$ cat src/hdl/iso_pkg.sv
package iso_pkg;
  // Fast-path filter width and core timing (core clock 4 ns)
  localparam int CLK_PERIOD_NS      = 4;
  localparam int GLITCH_NS          = 10;
  localparam int GLITCH_CYC         = (GLITCH_NS + CLK_PERIOD_NS - 1) / CLK_PERIOD_NS;
  // Slow exchange: two 1.2 us half-exchanges (sample, shift) per direction, 1.2 us idle refresh, 5 us watchdog
  localparam int HALF_EXCHANGE_NS   = 1200;
  localparam int HALF_EXCHANGE_CYC  = HALF_EXCHANGE_NS / CLK_PERIOD_NS;
  localparam int REFRESH_NS         = 1200;
  localparam int REFRESH_CYC        = REFRESH_NS / CLK_PERIOD_NS;
  localparam int WATCHDOG_NS        = 5000;
  localparam int WATCHDOG_CYC       = WATCHDOG_NS / CLK_PERIOD_NS;
  localparam int OUT_LATCH_CYC      = 25;
  localparam int SLOW_CHANNELS      = 3;
  // Packet layout: slow bits low, then clock, data and select levels
  localparam int PKT_W              = SLOW_CHANNELS + 3;
  localparam int PKT_CLK_BIT        = SLOW_CHANNELS;
  localparam int PKT_DATA_BIT       = SLOW_CHANNELS + 1;
  localparam int PKT_SEL_BIT        = SLOW_CHANNELS + 2;
  localparam logic [2:0] SLOW_RESET = 3'h0;

  typedef enum logic [1:0] {
    XCH_FWD_SAMPLE = 2'b00,
    XCH_FWD_SHIFT  = 2'b01,
    XCH_REV_SAMPLE = 2'b10,
    XCH_REV_SHIFT  = 2'b11
  } xch_state_t;
endpackage : iso_pkg

$ cat src/hdl/fast_path.sv
`timescale 1ns/1ns
// One fast channel: two-flop capture, optional glitch filter, refresh repair
module fast_path import iso_pkg::*; #(
  parameter bit FILTER    = 1'b1,
  parameter bit IDLE      = 1'b0,
  parameter int FILT_CYC  = GLITCH_CYC
) (
  // Clock and reset
  input  wire logic core_clk,
  input  wire logic rstn,
  // Level in, repair request, level out
  input  wire logic pin_in,
  input  wire logic repair,
  output logic      level_out,
  output logic      level_raw
);
  initial begin
    if (FILT_CYC < 1 || FILT_CYC > 15) $error("fast_path: FILT_CYC out of range");
  end

  logic       sync1_reg;
  logic       sync2_reg;
  logic       out_reg;
  logic [3:0] stable_reg;
  logic [3:0] stable_next;

  wire differs = sync2_reg != out_reg;
  wire settled = stable_reg >= 4'(FILT_CYC - 1);

  assign stable_next = differs ? (settled ? 4'h0 : stable_reg + 4'h1) : 4'h0;
  assign level_out   = out_reg;
  assign level_raw   = sync2_reg;

  always_ff @(posedge core_clk or negedge rstn) begin
    if (!rstn) begin
      sync1_reg  <= IDLE;
      sync2_reg  <= IDLE;
      stable_reg <= 4'h0;
      out_reg    <= IDLE;
    end else begin
      sync1_reg  <= pin_in;
      sync2_reg  <= sync1_reg;
      stable_reg <= stable_next;
      // Unfiltered grade follows every edge; a lost trailing edge is fixed by repair
      if (!FILTER || repair)
        out_reg <= sync2_reg;
      else if (differs && settled)
        out_reg <= sync2_reg;
    end
  end
endmodule : fast_path

$ cat src/hdl/spi_iso_channel.sv
`timescale 1ns/1ns
// Behaviour
// - Noise-immune grade filters clock and both data paths; low-delay grade does not.
// - Low-delay false level after a lost edge is fixed at refresh or next edge.
// - Clock, main data and select go side 1 to 2; subordinate data returns.
// - Fast paths pass levels without syncing to SPI clock; any mode works.
// - Side-1 main data output is always driven, never floats.
// - Select path is glitch filtered in every grade.
// - Each exchange samples all inputs of one side at one instant and ships them.
// - Receiver checks fast levels, drives slow outputs, then direction reverses.
// - All slow outputs of a side update on one clock edge.
// - Free-running clock paces exchange; slow delay about 1.2 to 6 us.
// - Edges within one sample interval appear together at outputs.
// - Sample between two close edges widens gap to one output period.
// - Slow pulses below minimum width may be missed.
// - Slow edges apart by the minimum separation keep their order.
// - Input idle about 1.2 us triggers refresh of current level.
// - No slow traffic for about 5 us forces slow outputs to high impedance.
module spi_iso_channel import iso_pkg::*; #(
  parameter bit LOW_DELAY_GRADE = 1'b0,
  parameter int WATCHDOG_CYCLES = WATCHDOG_CYC,
  parameter int HALF_CYCLES     = HALF_EXCHANGE_CYC,
  parameter int REFRESH_CYCLES  = REFRESH_CYC
) (
  // Core clock and reset
  input  wire logic       core_clk,
  input  wire logic       rstn,
  // Side 1, facing the main controller
  input  wire logic       main_side_clk_in,
  input  wire logic       main_side_data_in,
  input  wire logic       main_side_select_in,
  output logic            main_side_data_out,
  // Side 2, facing the subordinate
  output logic            far_side_clk_out,
  output logic            far_side_data_out,
  output logic            far_side_select_out,
  input  wire logic       far_side_data_in,
  // Slow channels, side 1 to side 2
  input  wire logic [2:0] slow1_in,
  output logic      [2:0] slow2_out,
  output logic      [2:0] slow2_oe,
  // Slow channels, side 2 to side 1
  input  wire logic [2:0] slow2_in,
  output logic      [2:0] slow1_out,
  output logic      [2:0] slow1_oe,
  // Far-side liveness, low when that side is unpowered
  input  wire logic       far_side_alive
);
  initial begin
    if (HALF_CYCLES < 2 || HALF_CYCLES > 65535) $error("spi_iso_channel: HALF_CYCLES out of range");
    if (WATCHDOG_CYCLES <= 2 * HALF_CYCLES || WATCHDOG_CYCLES > 65535)
      $error("spi_iso_channel: WATCHDOG_CYCLES must exceed one full exchange");
    if (REFRESH_CYCLES < 1 || REFRESH_CYCLES > 65535) $error("spi_iso_channel: REFRESH_CYCLES out of range");
  end

  // Two-flop capture of slow inputs and liveness
  logic [2:0] s1_meta_reg, s1_sync_reg, s2_meta_reg, s2_sync_reg;
  logic       alive_meta_reg, alive_sync_reg;

  always_ff @(posedge core_clk or negedge rstn) begin
    if (!rstn) begin
      s1_meta_reg    <= SLOW_RESET;
      s1_sync_reg    <= SLOW_RESET;
      s2_meta_reg    <= SLOW_RESET;
      s2_sync_reg    <= SLOW_RESET;
      alive_meta_reg <= 1'b0;
      alive_sync_reg <= 1'b0;
    end else begin
      s1_meta_reg    <= slow1_in;
      s1_sync_reg    <= s1_meta_reg;
      s2_meta_reg    <= slow2_in;
      s2_sync_reg    <= s2_meta_reg;
      alive_meta_reg <= far_side_alive;
      alive_sync_reg <= alive_meta_reg;
    end
  end

  // Fast channels
  wire clk_lvl, data_lvl, sel_lvl, miso_lvl;
  wire clk_raw, data_raw, sel_raw, miso_raw;
  logic repair_fwd_reg, repair_rev_reg;

  fast_path #(.FILTER(!LOW_DELAY_GRADE)) u_clk (
    .core_clk (core_clk), .rstn (rstn), .pin_in (main_side_clk_in),
    .repair (repair_fwd_reg), .level_out (clk_lvl), .level_raw (clk_raw));
  fast_path #(.FILTER(!LOW_DELAY_GRADE)) u_mosi (
    .core_clk (core_clk), .rstn (rstn), .pin_in (main_side_data_in),
    .repair (repair_fwd_reg), .level_out (data_lvl), .level_raw (data_raw));
  // Select idles high; a low reset level would fake a select pulse right after reset
  fast_path #(.FILTER(1'b1), .IDLE(1'b1)) u_sel (
    .core_clk (core_clk), .rstn (rstn), .pin_in (main_side_select_in),
    .repair (1'b0), .level_out (sel_lvl), .level_raw (sel_raw));
  fast_path #(.FILTER(!LOW_DELAY_GRADE)) u_miso (
    .core_clk (core_clk), .rstn (rstn), .pin_in (far_side_data_in),
    .repair (repair_rev_reg), .level_out (miso_lvl), .level_raw (miso_raw));

  // Exchange sequencer, free-running
  xch_state_t  state_reg, state_next;
  logic [15:0] phase_reg;
  logic [15:0] idle_fwd_reg, idle_rev_reg;
  logic [15:0] dog_reg;
  logic [PKT_W-1:0] pkt_reg;
  logic [PKT_W-1:0] last_fwd_reg, last_rev_reg;

  wire phase_end = phase_reg == 16'(HALF_CYCLES - 1);
  wire sample_now = phase_end && (state_reg == XCH_FWD_SAMPLE || state_reg == XCH_REV_SAMPLE);
  wire deliver    = phase_end && (state_reg == XCH_FWD_SHIFT || state_reg == XCH_REV_SHIFT);
  wire [PKT_W-1:0] fwd_pkt = {sel_raw, data_raw, clk_raw, s1_sync_reg};
  wire [PKT_W-1:0] rev_pkt = {1'b1, miso_raw, 1'b0, s2_sync_reg};
  wire fwd_changed = fwd_pkt != last_fwd_reg;
  wire rev_changed = rev_pkt != last_rev_reg;
  wire fwd_refresh = idle_fwd_reg >= 16'(REFRESH_CYCLES - 1);
  wire rev_refresh = idle_rev_reg >= 16'(REFRESH_CYCLES - 1);
  wire traffic     = deliver && alive_sync_reg;
  wire dog_expired = dog_reg >= 16'(WATCHDOG_CYCLES - 1);

  always_comb begin
    case (state_reg)
      XCH_FWD_SAMPLE: state_next = XCH_FWD_SHIFT;
      XCH_FWD_SHIFT:  state_next = XCH_REV_SAMPLE;
      XCH_REV_SAMPLE: state_next = XCH_REV_SHIFT;
      XCH_REV_SHIFT:  state_next = XCH_FWD_SAMPLE;
      default:        state_next = XCH_FWD_SAMPLE;
    endcase
  end

  always_ff @(posedge core_clk or negedge rstn) begin
    if (!rstn) begin
      state_reg <= XCH_FWD_SAMPLE;
      phase_reg <= 16'h0000;
    end else if (phase_end) begin
      state_reg <= state_next;
      phase_reg <= 16'h0000;
    end else begin
      phase_reg <= phase_reg + 16'h0001;
    end
  end

  // All inputs of a side captured in one cycle; outputs of a side move in one cycle
  always_ff @(posedge core_clk or negedge rstn) begin
    if (!rstn) begin
      pkt_reg        <= '0;
      last_fwd_reg   <= '0;
      last_rev_reg   <= '0;
      slow1_out      <= SLOW_RESET;
      slow2_out      <= SLOW_RESET;
      repair_fwd_reg <= 1'b0;
      repair_rev_reg <= 1'b0;
    end else begin
      repair_fwd_reg <= 1'b0;
      repair_rev_reg <= 1'b0;
      if (sample_now)
        pkt_reg <= (state_reg == XCH_FWD_SAMPLE) ? fwd_pkt : rev_pkt;
      if (deliver && alive_sync_reg && state_reg == XCH_FWD_SHIFT) begin
        slow2_out      <= pkt_reg[SLOW_CHANNELS-1:0];
        last_fwd_reg   <= pkt_reg;
        // Static check of fast levels; a mismatch or idle refresh restores the level
        repair_fwd_reg <= (pkt_reg[PKT_CLK_BIT] != clk_lvl) || (pkt_reg[PKT_DATA_BIT] != data_lvl)
                          || fwd_refresh;
      end
      if (deliver && alive_sync_reg && state_reg == XCH_REV_SHIFT) begin
        slow1_out      <= pkt_reg[SLOW_CHANNELS-1:0];
        last_rev_reg   <= pkt_reg;
        repair_rev_reg <= (pkt_reg[PKT_DATA_BIT] != miso_lvl) || rev_refresh;
      end
    end
  end

  // Idle timers for refresh, and receive watchdog
  always_ff @(posedge core_clk or negedge rstn) begin
    if (!rstn) begin
      idle_fwd_reg <= 16'h0000;
      idle_rev_reg <= 16'h0000;
      dog_reg      <= 16'h0000;
    end else begin
      idle_fwd_reg <= (fwd_changed || (repair_fwd_reg)) ? 16'h0000 :
                      (fwd_refresh ? idle_fwd_reg : idle_fwd_reg + 16'h0001);
      idle_rev_reg <= (rev_changed || (repair_rev_reg)) ? 16'h0000 :
                      (rev_refresh ? idle_rev_reg : idle_rev_reg + 16'h0001);
      if (traffic)
        dog_reg <= 16'h0000;
      else if (!dog_expired)
        dog_reg <= dog_reg + 16'h0001;
    end
  end

  // Output drivers; main data output stays driven even with select high
  always_ff @(posedge core_clk or negedge rstn) begin
    if (!rstn) begin
      main_side_data_out  <= 1'b0;
      far_side_clk_out    <= 1'b0;
      far_side_data_out   <= 1'b0;
      far_side_select_out <= 1'b1;
      slow1_oe            <= 3'h0;
      slow2_oe            <= 3'h0;
    end else begin
      main_side_data_out  <= miso_lvl;
      far_side_clk_out    <= clk_lvl;
      far_side_data_out   <= data_lvl;
      far_side_select_out <= sel_lvl;
      slow1_oe            <= {3{!dog_expired}};
      slow2_oe            <= {3{!dog_expired}};
    end
  end
endmodule : spi_iso_channel

$ cat config.mk
export PLATFORM = sky130hd
export DESIGN_NAME = spi_iso_channel
export DESIGN_NICKNAME = d
export VERILOG_FILES = /design/src/hdl/iso_pkg.sv /design/src/hdl/fast_path.sv /design/src/hdl/spi_iso_channel.sv
export SDC_FILE = /design/constraint.sdc
export NUM_CORES = 1
export LEC_CHECK = 0
export BUFFER_PORTS_ARGS = -buffer_cell sky130_fd_sc_hd__buf_2
export CAP_MARGIN = 30
export CORE_UTILIZATION = 57
export CTS_BUF_LIST = sky130_fd_sc_hd__clkbuf_4 sky130_fd_sc_hd__clkbuf_8
export CTS_CLUSTER_SIZE = 12
export DETAILED_ROUTE_END_ITERATION = 6
export GPL_TIMING_DRIVEN = 0
export PLACE_DENSITY = 0.8
export RECOVER_POWER = 50
export SLEW_MARGIN = 20
export SYNTH_ARGS = -nofsm -noshare
export SYNTH_HDL_FRONTEND = slang
export SYNTH_SLANG_ARGS = --single-unit
$ cat constraint.sdc
create_clock -name core_clk -period 2.1 [get_ports core_clk]
set_clock_uncertainty 0.2 [all_clocks]
set_input_delay 0.42 -clock core_clk [delete_from_list [all_inputs] [get_ports core_clk]]
set_output_delay 0.42 -clock core_clk [all_outputs]
set_load 0.01 [all_outputs]
# ---- Word level (Yosys, flattened, before mapping)
# Cells that the tools add are included.
dict set report classes {
  eq_ne 16
  n_lt_le_gt_ge 7
  addsub 8
  reduce_logical 21
  mux 25
}
# cell n
set ops {}
lappend ops {{two-way mux 16 bit} 7}
lappend ops {{adder 16 x 1 -> 16 bit (second input constant)} 4}
lappend ops {{greater-or-equal comparator 16 x 9 -> 1 bit (second input constant)} 2}
lappend ops {{two-way mux 4 bit} 8}
lappend ops {{adder 4 x 1 -> 4 bit (second input constant)} 4}
lappend ops {{== test 16 x 9 -> 1 bit (second input constant)} 1}
lappend ops {{greater-or-equal comparator 16 x 11 -> 1 bit (second input constant)} 1}
lappend ops {{greater-or-equal comparator 4 x 2 -> 1 bit (second input constant)} 4}
lappend ops {{inequality test 6 bit} 2}
lappend ops {{logical AND 1 bit} 9}
lappend ops {{two-way mux 1 bit} 8}
lappend ops {{one-hot mux 2 bit (4 select lines)} 1}
lappend ops {{logical OR 1 bit} 7}
lappend ops {{inequality test 1 bit} 7}
lappend ops {{two-way mux 6 bit} 1}
lappend ops {{nonzero test 2 bit} 3}
lappend ops {{== test 2 bit (second input constant)} 2}
lappend ops {{inequality test 2 x 1 -> 1 bit (second input constant)} 2}
lappend ops {{== test 2 x 1 -> 1 bit (second input constant)} 1}
lappend ops {{zero test 2 bit} 1}
lappend ops {{inequality test 2 bit (second input constant)} 1}
lappend ops {{zero test 1 bit} 1}
dict set report totals {
  wordCells 116
  regBits 139
  out_inout_bits 16
  in_bits 13
}

# ---- Depth between registers and ports, before layout
# Gate-level depths: netlist of run 1.
dict set report depth {
  depth_word 6
  depth_mapped 8
  depth_no_buf 7
}

# ---- Hierarchy
# Synthesis of run 1 repeated with hierarchy kept, for this count alone.
dict set report hier_totals {
  hier_cells 507
  area_unflattened_um2 5831.8
}
# module seq_area_each_um2 cells_per_inst area_per_inst_um2 instances
set by_module_without_submodules {}
lappend by_module_without_submodules {spi_iso_channel 2628.8 431 4752.1 1}
lappend by_module_without_submodules {{fast_path at u_clk ...} 175.2 19 269.0 3}
lappend by_module_without_submodules {{fast_path at u_sel} 178.9 19 272.8 1}

# ---- Least setup slack after synthesis of run 1
# No wires, ideal clock.
dict set report synth_timing {
  path_type {reg2reg}
  start {register phase_reg[0]}
  end {register dog_reg[0]}
  path_stages_with_launch 9
  arrival_time_ns 1.649
  required_time_ns 1.775
  n_path_buf 2
  path_slack_ns 0.126
  synth_period_minus_slack_ns 1.974
  setup_ns 0.125
  path_cell_list {dfrtp_1 -> ha_1 -> nor4bb_1 -> and4_1 -> buf_4 -> buf_4 -> inv_1 -> nor2_4 -> nor2_1}
}
dict set report synth_between {
  elab_chain_cells 4
}
# element line
set synth_lines {}
lappend synth_lines {{from (decl)} spi_iso_channel.sv:99} ;# logic [15:0] phase_reg;
lappend synth_lines {{from (signal assigned)} spi_iso_channel.sv:135} ;# phase_reg <= phase_reg + 16'h0001;
lappend synth_lines {{== test 16 x 9 -> 1 bit *} spi_iso_channel.sv:105} ;# wire phase_end = phase_reg == 16'(HALF_CYCLES - 1);
lappend synth_lines {{logical AND 1 bit *} spi_iso_channel.sv:107} ;# wire deliver = phase_end && (state_reg == XCH_FWD_SHIFT || state_reg == XCH_REV_SHIFT);
lappend synth_lines {{logical AND 1 bit *} spi_iso_channel.sv:114} ;# wire traffic = deliver && alive_sync_reg;
lappend synth_lines {{inequality test 2 bit (no line) or two-way mux 16 bit (tied branches)} --}
lappend synth_lines {{to (signal assigned)} spi_iso_channel.sv:183} ;# dog_reg <= dog_reg + 16'h0001;
lappend synth_lines {{to (decl)} spi_iso_channel.sv:101} ;# logic [15:0] dog_reg;
# Mark *: on every way between the ends. The rest lies on a longest branch, timed or not.
# A chain may end at the register's enable or synchronous reset.

# ---- Worst setup path in the final report of run 1
dict set report layout_timing {
  start {register phase_reg[2]}
  end {register pkt_reg[3]}
}
dict set report layout_between {
  elab_chain_cells 2
}
# element line
set layout_lines {}
lappend layout_lines {{== test 16 x 9 -> 1 bit} spi_iso_channel.sv:105}
lappend layout_lines {{logical AND 1 bit} spi_iso_channel.sv:106} ;# wire sample_now = phase_end && (state_reg == XCH_FWD_SAMPLE || state_reg == XCH_REV_SAMPLE);
lappend layout_lines {{to (signal assigned)} spi_iso_channel.sv:153} ;# pkt_reg <= (state_reg == XCH_FWD_SAMPLE) ? fwd_pkt : rev_pkt;
lappend layout_lines {{to (decl)} spi_iso_channel.sv:102} ;# logic [PKT_W-1:0] pkt_reg;
# No other way between the ends.

==> results of run 1 <==
==> final cells by class <==
class | instances | area share [%]
clock buffers | 21 | 4.109
inverters | 20 | 1.171
clock inverters | 11 | 2.919
repair buffers | 50 | 5.151
flip-flops and latches | 133 | 49.55
plain buffers | 15 | 1.729
multi-input cells | 310 | 32.97
well taps | 129 | 2.399
==> timing repair <==
| action | in CTS | in global routing |
|---|---|---|
| buffers inserted | 2 | 7 |
| setup endpoints to repair | 22 | 36 |
| pin swaps | 2 | 5 |
| cloned | 1 | 0 |
| resized for setup | 5 | 14 |
| hold endpoints to repair | 37 | 0 |
| hold buffers | 12 | 0 |
==> cells in the final DEF, fill, tap and decap left out, types with 3 or more instances in the layout <==
cell,n
dfstp_2,3
bufinv_16,5
nand2b_1,3
a21oi_1,8
o22ai_1,8
and3_1,7
and2_1,7
nor2b_1,6
ha_1,17
clkbuf_8,19
nand3_1,14
o21ai_0,5
a31oi_1,3
nor3_1,11
nand4_1,8
and4_1,3
dlygate4sd3_1,12
mux2_2,16
nor4_2,5
nand2_1,27
nor3_4,3
clkbuf_1,4
xnor2_1,31
nor2_1,55
clkinvlp_4,3
inv_1,19
conb_1,4
nor4_1,12
dfrtp_1,128
xor2_1,21
buf_4,20
buf_2,25
==> cells by family after synthesis <==
kind of cell / Yosys count / synth area share, %
AO/OA/AOI/OAI: 37 / 4.148
XOR/XNOR: 52 / 8.075
adder cells (fa/ha/maj): 18 / 3.993
buffers and inverters: 36 / 3.261
flip-flops: 133 / 59.09
multiplexers: 17 / 3.372
other: 1 / 0.06648
AND/OR/NAND/NOR: 181 / 17.99
==> critical path, stage by stage, from the launching register on <==
cell	delay, ns
dfrtp_1	0.49
or4_4	0.61
nor3_4	0.29
o21ai_2	0.13
a32o_1	0.22
==> power by group through the flow <==
stage | sequential, mW | clock [mW] | combinational [mW]
floorplan | 2.74 | 0 | 0.0942
global placement | 2.74 | 0 | 0.185
detailed placement | 2.75 | 0 | 0.204
CTS | 2.70 | 2.54 | 0.224
global route | 2.71 | 2.66 | 0.248
finish | 2.70 | 2.49 | 0.216
==> per-stage QoR <==
step | area [um2] | setup slack, ns | power (mW)
after floorplan | 5652 | 0.1256 | 2.836
after global placement | 5953 | -1.245 | 2.930
after detailed placement | 5991 | -0.1871 | 2.955
final | 6729 | 0.04419 | 5.412
after CTS | 6624 | 0.004808 | 5.465
after global routing | 6729 | -0.01978 | 5.623
==> worst paths after layout <==
kind,startpoint,end,slack (ns)
hold reg to reg,s2_meta_reg[1]$_DFF_PN0_,s2_sync_reg[1]$_DFF_PN0_,0.15
hold / removal,s2_meta_reg[1]$_DFF_PN0_,s2_sync_reg[1]$_DFF_PN0_,0.15
setup / recovery,phase_reg[2]$_DFF_PN0_,pkt_reg[3]$_DFFE_PN0P_,0.04
max in group asynchronous,rstn,phase_reg[1]$_DFF_PN0_,0.27
setup reg to reg,phase_reg[2]$_DFF_PN0_,pkt_reg[3]$_DFFE_PN0P_,0.04
min in group asynchronous,rstn,idle_rev_reg[3]$_DFFE_PN0P_,0.21
==> per-layer routing <==
layer | up-vias | routed length [um]
met5 | - | 0
met4 | 0 | 100
met3 | 10 | 315
met2 | 50 | 5424
met1 | 1817 | 4646
li1 | 1764 | -
==> flow_metrics.py, run 1 <==
metrics = {
    "status": {
        "status": "finished, final reports clean",
    },
    "clock_network": {
        "htree_levels": 4,
        "cts_tree": "done",
        "root_buffer": "clkbuf_8",
        "clkLatencyLatePin_ns": 0.43,
        "path_clk_slew_ns": 0.08,
        "cts_buffers": 17,
        "cts_sinks": 133,
        "cts_buffer_depth": 2,
    },
    "floorplan": {
        "die_w_um": 101.5,
        "dieArea_um2": 10300,
        "die_h_um": 101.5,
        "io_pins": 29,
        "start_util_pct": 59.91,
        "fp-row-count": 35,
        "fp.coreArea_um2": 9415,
    },
    "routing": {
        "drc": 0,
        "drt_pass1_iterations": 4,
        "vias": 3641,
        "ant_nets": 0,
        "drtIter0Drc": 163,
        "wl_per_cell_um": 15.22,
        "drt_wl_total_um": 10490,
        "vias_per_cell": 5.284,
    },
    "logic_synthesis": {
        "netlist_area_um2": 5640,
        "ys_ff_latch": 133,
        "synth_edf_count": 0,
        "synth_seq_area_share_pct": 59.09,
        "synth_top_area_share_pct": 57.23,
        "yosysWarningCount": 0,
        "synth_ff_type": "dfrtp_1",
        "yosysMostFrequentCell": "dfrtp_1",
        "synthCells": 475,
        "async_flop_share_pct": 100.0,
        "synth.cells.most_frequent": "129 x dfrtp_1, 55 x nor2_1, 31 x xnor2_1",
        "synth_cell_types": 52,
        "yosysTopAreaCell": "dfrtp_1",
        "synth_area_leaders": "dfrtp_1 57%, xnor2_1 4.8%, ha_1 4.0%",
        "synth_area_per_cell_um2": 11.87,
    },
    "sta": {
        "hold_viol_final": 0,
        "whs_ns": 0.1528,
        "min_period_over_period_pct": 97.90,
        "setup_tns_ns": 0,
        "rsz0062_at_grt": "yes",
        "drv_slew": 0,
        "setup_viol": 0,
        "fin_crit_ns": 2.056,
        "max_freq_mhz": 486.4,
        "relSlewSlack_pct": 37.45,
        "worst_pin_slew_ns": 0.9382,
    },
    "pwr": {
        "intPower_mw": 4.244,
        "clock_power_share_pct": 46.1,
        "swShare_pct": 21.57,
        "ir_drop_mv": 0.7176,
        "pwr-share-comb_pct": 4.0,
        "cellPowerDensity_nw_per_um2": 804.2,
        "power.leakage_nw": 3.068,
        "seqPwrFrac_pct": 49.9,
        "switchingPower_mw": 1.167,
    },
    "final_layout": {
        "area_delta_synth_final_pct": 19.30,
        "regArea_um2": 3334,
        "diodes": 0,
        "instances_no_fill": 689,
        "multi_input_area_um2": 2218,
        "postLayoutCoreUtil_pct": 71.47,
        "nets": 578,
        "layout-drive-gt1-share_pct": 23.39,
        "fillers": 629,
    },
    "global_routing": {
        "grt_pass1_wl_um": 16990,
        "first_global_vias": 3657,
        "met1_usage_pct": 27.74,
        "grt_usage_pct": 22.00,
        "grt_busiest_layer": "met2",
        "grt-ovfl-total": 0,
        "antenna_found_initial": 0,
        "globalRouteMet2Util_pct": 36.68,
        "met3_usage_pct": 6.487,
        "grt_max_degree": 108,
    },
    "place": {
        "portBuffers": 28,
        "dp.cells": 636,
        "hpwlAfterDp_um": 6565,
        "gp_congestion": 0.8639,
    },
    "setup_path": {
        "critPathKind": "register to register",
        "endpoint_kind": "register",
        "path_max_fanout": 7,
        "startpoint_type": "register",
        "worstPathArrival_ns": 2.17,
        "worst-r2r-cell-count": 4,
        "cp_data_required_time_ns": 2.22,
    },
    "worst_hold_path": {
        "hp-class": "register to register",
        "min_path_cells": 0,
    },
    "run": {
        "maxCapViolCount": 0,
    },
}
No activity file was read; power rests on OpenSTA's default activity.
==> run 2: changes to the inputs <==
--- a/config.mk
+++ b/config.mk
@@ -7,6 +7,7 @@
 export LEC_CHECK = 0
 export BUFFER_PORTS_ARGS = -buffer_cell sky130_fd_sc_hd__buf_2
 export CAP_MARGIN = 30
+export CORE_MARGIN = 5
 export CORE_UTILIZATION = 57
 export CTS_BUF_LIST = sky130_fd_sc_hd__clkbuf_4 sky130_fd_sc_hd__clkbuf_8
 export CTS_CLUSTER_SIZE = 12
==> flow_metrics.py, run 2 (synthesized netlist as in run 1, its figures left out) <==
metrics = {
    "sta": {
        "rsz0062_at_grt": "no",
        "setup_slack_ns": 0.06459,
        "setup_tns_ns": 0,
        "fin_crit_ns": 2.035,
        "whs_ns": 0.1534,
        "worst_pin_slew_ns": 0.7157,
        "hold_viol_final": 0,
        "min_period_over_period_pct": 96.92,
        "setup_viol": 0,
        "max_freq_mhz": 491.3,
        "drv_slew": 0,
        "relSlewSlack_pct": 52.29,
    },
    "routing": {
        "wirelength_met1_um": 4374,
        "vias": 3591,
        "highest_layer": "met4",
        "dr_wl_met2_um": 5101,
        "drt_wl_total_um": 9861,
        "wl_per_cell_um": 14.27,
        "ant_nets": 0,
        "vias_per_cell": 5.197,
        "dr_wl_met3_um": 266,
        "drc": 0,
        "drtIter0Drc": 152,
        "drt_pass1_iterations": 4,
    },
    "clock_network": {
        "cts_sinks": 133,
        "clkLatencyLatePin_ns": 0.43,
        "cts_tree": "done",
        "cts_buffer_depth": 2,
        "cts_buffers": 17,
        "root_buffer": "clkbuf_8",
        "path_clk_slew_ns": 0.08,
        "htree_levels": 4,
    },
    "pwr": {
        "power.leakage_nw": 3.043,
        "cellPowerDensity_nw_per_um2": 783.2,
        "ir_drop_mv": 0.6880,
    },
    "floorplan": {
        "die_h_um": 109.5,
        "dieArea_um2": 11980,
        "fp.coreArea_um2": 9729,
        "start_util_pct": 57.97,
        "fp-row-count": 36,
        "io_pins": 29,
        "die_w_um": 109.5,
    },
    "setup_path": {
        "rrSetupSlack_ns": 0.06,
        "startpoint_type": "register",
        "critPathKind": "register to register",
        "cp_data_required_time_ns": 2.22,
        "endpoint_kind": "register",
        "slowest_delay_ns": 0.60,
        "worstPathCellList": "or4_4 > nor3_4 > o21ai_2 > a32o_1",
        "crit_slowest_cell": "or4_4",
        "path_max_fanout": 7,
        "worstPathArrival_ns": 2.16,
    },
    "place": {
        "hpwlAfterDp_um": 6629,
        "dp.cells": 640,
        "postPlaceCellArea_um2": 5996,
        "portBuffers": 28,
        "place_ws_ns": -0.1743,
        "gp_congestion": 0.8050,
    },
    "worst_hold_path": {
        "hp-class": "register to register",
    },
    "global_routing": {
        "grt_max_degree": 83,
        "grt_pass1_wl_um": 17180,
        "grt-ovfl-total": 0,
        "first_global_vias": 3735,
        "antenna_found_initial": 0,
        "grt_usage_pct": 18.53,
    },
    "final_layout": {
        "instances_no_fill": 691,
        "layout-drive-gt1-share_pct": 23.66,
        "layout_commonest_cell": "dfrtp_1",
        "area_delta_synth_final_pct": 18.23,
        "fin_area_um2": 6669,
        "nets": 576,
        "final_cell_mix": "126 x dfrtp_1, 55 x nor2_1, 31 x xnor2_1, 27 x nand2_1, 27 x buf_2",
        "diodes": 0,
    },
    "run": {
        "maxCapViolCount": 0,
    },
    "status": {
        "status": "finished, final reports clean",
    },
}
## run 2: cell count changes in the layout (fill, tap and decap cells not counted), sizes merged
| cell | change |
|---|---|
| clkinvlp | +2 |
| clkinv | +1 |
| bufinv | -1 |
| inv | -1 |
| clkbuf | -2 |
| buf | -1 |
## run 2: layer usage
metal / vias up / GRT usage, %
li1: 1762 / -
met1: 1781 / 23.20
met2: 39 / 31.08
met3: 9 / 4.932
met4: 0 / 6.679
met5: - / 0
## run 2: through the flow
step           util [%]  power (mW)
2_1_floorplan         -       2.836
3_3_place_gp      61.24       2.930
3_5_place_dp      61.63       2.954
4_1_cts           67.73       5.289
5_1_grt           68.54       5.430
6_report          68.54       5.223
## run 2: layout make-up
class	instances	area [um2]
buffer	15	112.6
clock buffer	20	262.8
tap	133	166.4
timing repair buffer	48	331.6
clock inverter	12	177.7
sequential	133	3337
inverter	20	78.83
fill	712	3060
multi-input combinational	310	2202
## run 2: path summary, 6_finish.rpt
path | from | end | cells after the start
worst max-delay path | phase_reg[2]$_DFF_PN0_ | pkt_reg[3]$_DFFE_PN0P_ | 4
worst min-delay path | u_clk.sync1_reg$_DFF_PN0_ | u_clk.level_raw$_DFF_PN0_ | 0
max in group asynchronous | rstn | phase_reg[0]$_DFF_PN0_ | 3
worst max register to register | phase_reg[2]$_DFF_PN0_ | pkt_reg[3]$_DFFE_PN0P_ | 4
min in group asynchronous | rstn | idle_rev_reg[8]$_DFFE_PN0P_ | 2
worst min register to register | u_clk.sync1_reg$_DFF_PN0_ | u_clk.level_raw$_DFF_PN0_ | 0
## run 2: report_power, final
group          switching [mW]  internal [mW]  total, mW  leakage, nW
clock network           0.961           1.35       2.31        0.212
logic                   0.120         0.0916      0.211         1.10
registers              0.0572           2.64       2.70         1.73
## run 2: critical path, delay by kind of cell, from the launching register on
kind	cells	cell delay, ns
AOI/OAI and AO/OA	2	0.35
DFF	1	0.46
and+or+nand+nor	2	0.91
## run 2: timing repair
action,CTS,global route
cloned,1,0
setup buffers,1,5
setup endpoints to repair,24,44
resized for setup,5,12
hold buffers,12,0
endpoints found under the hold margin,62,0
pin swaps,1,6
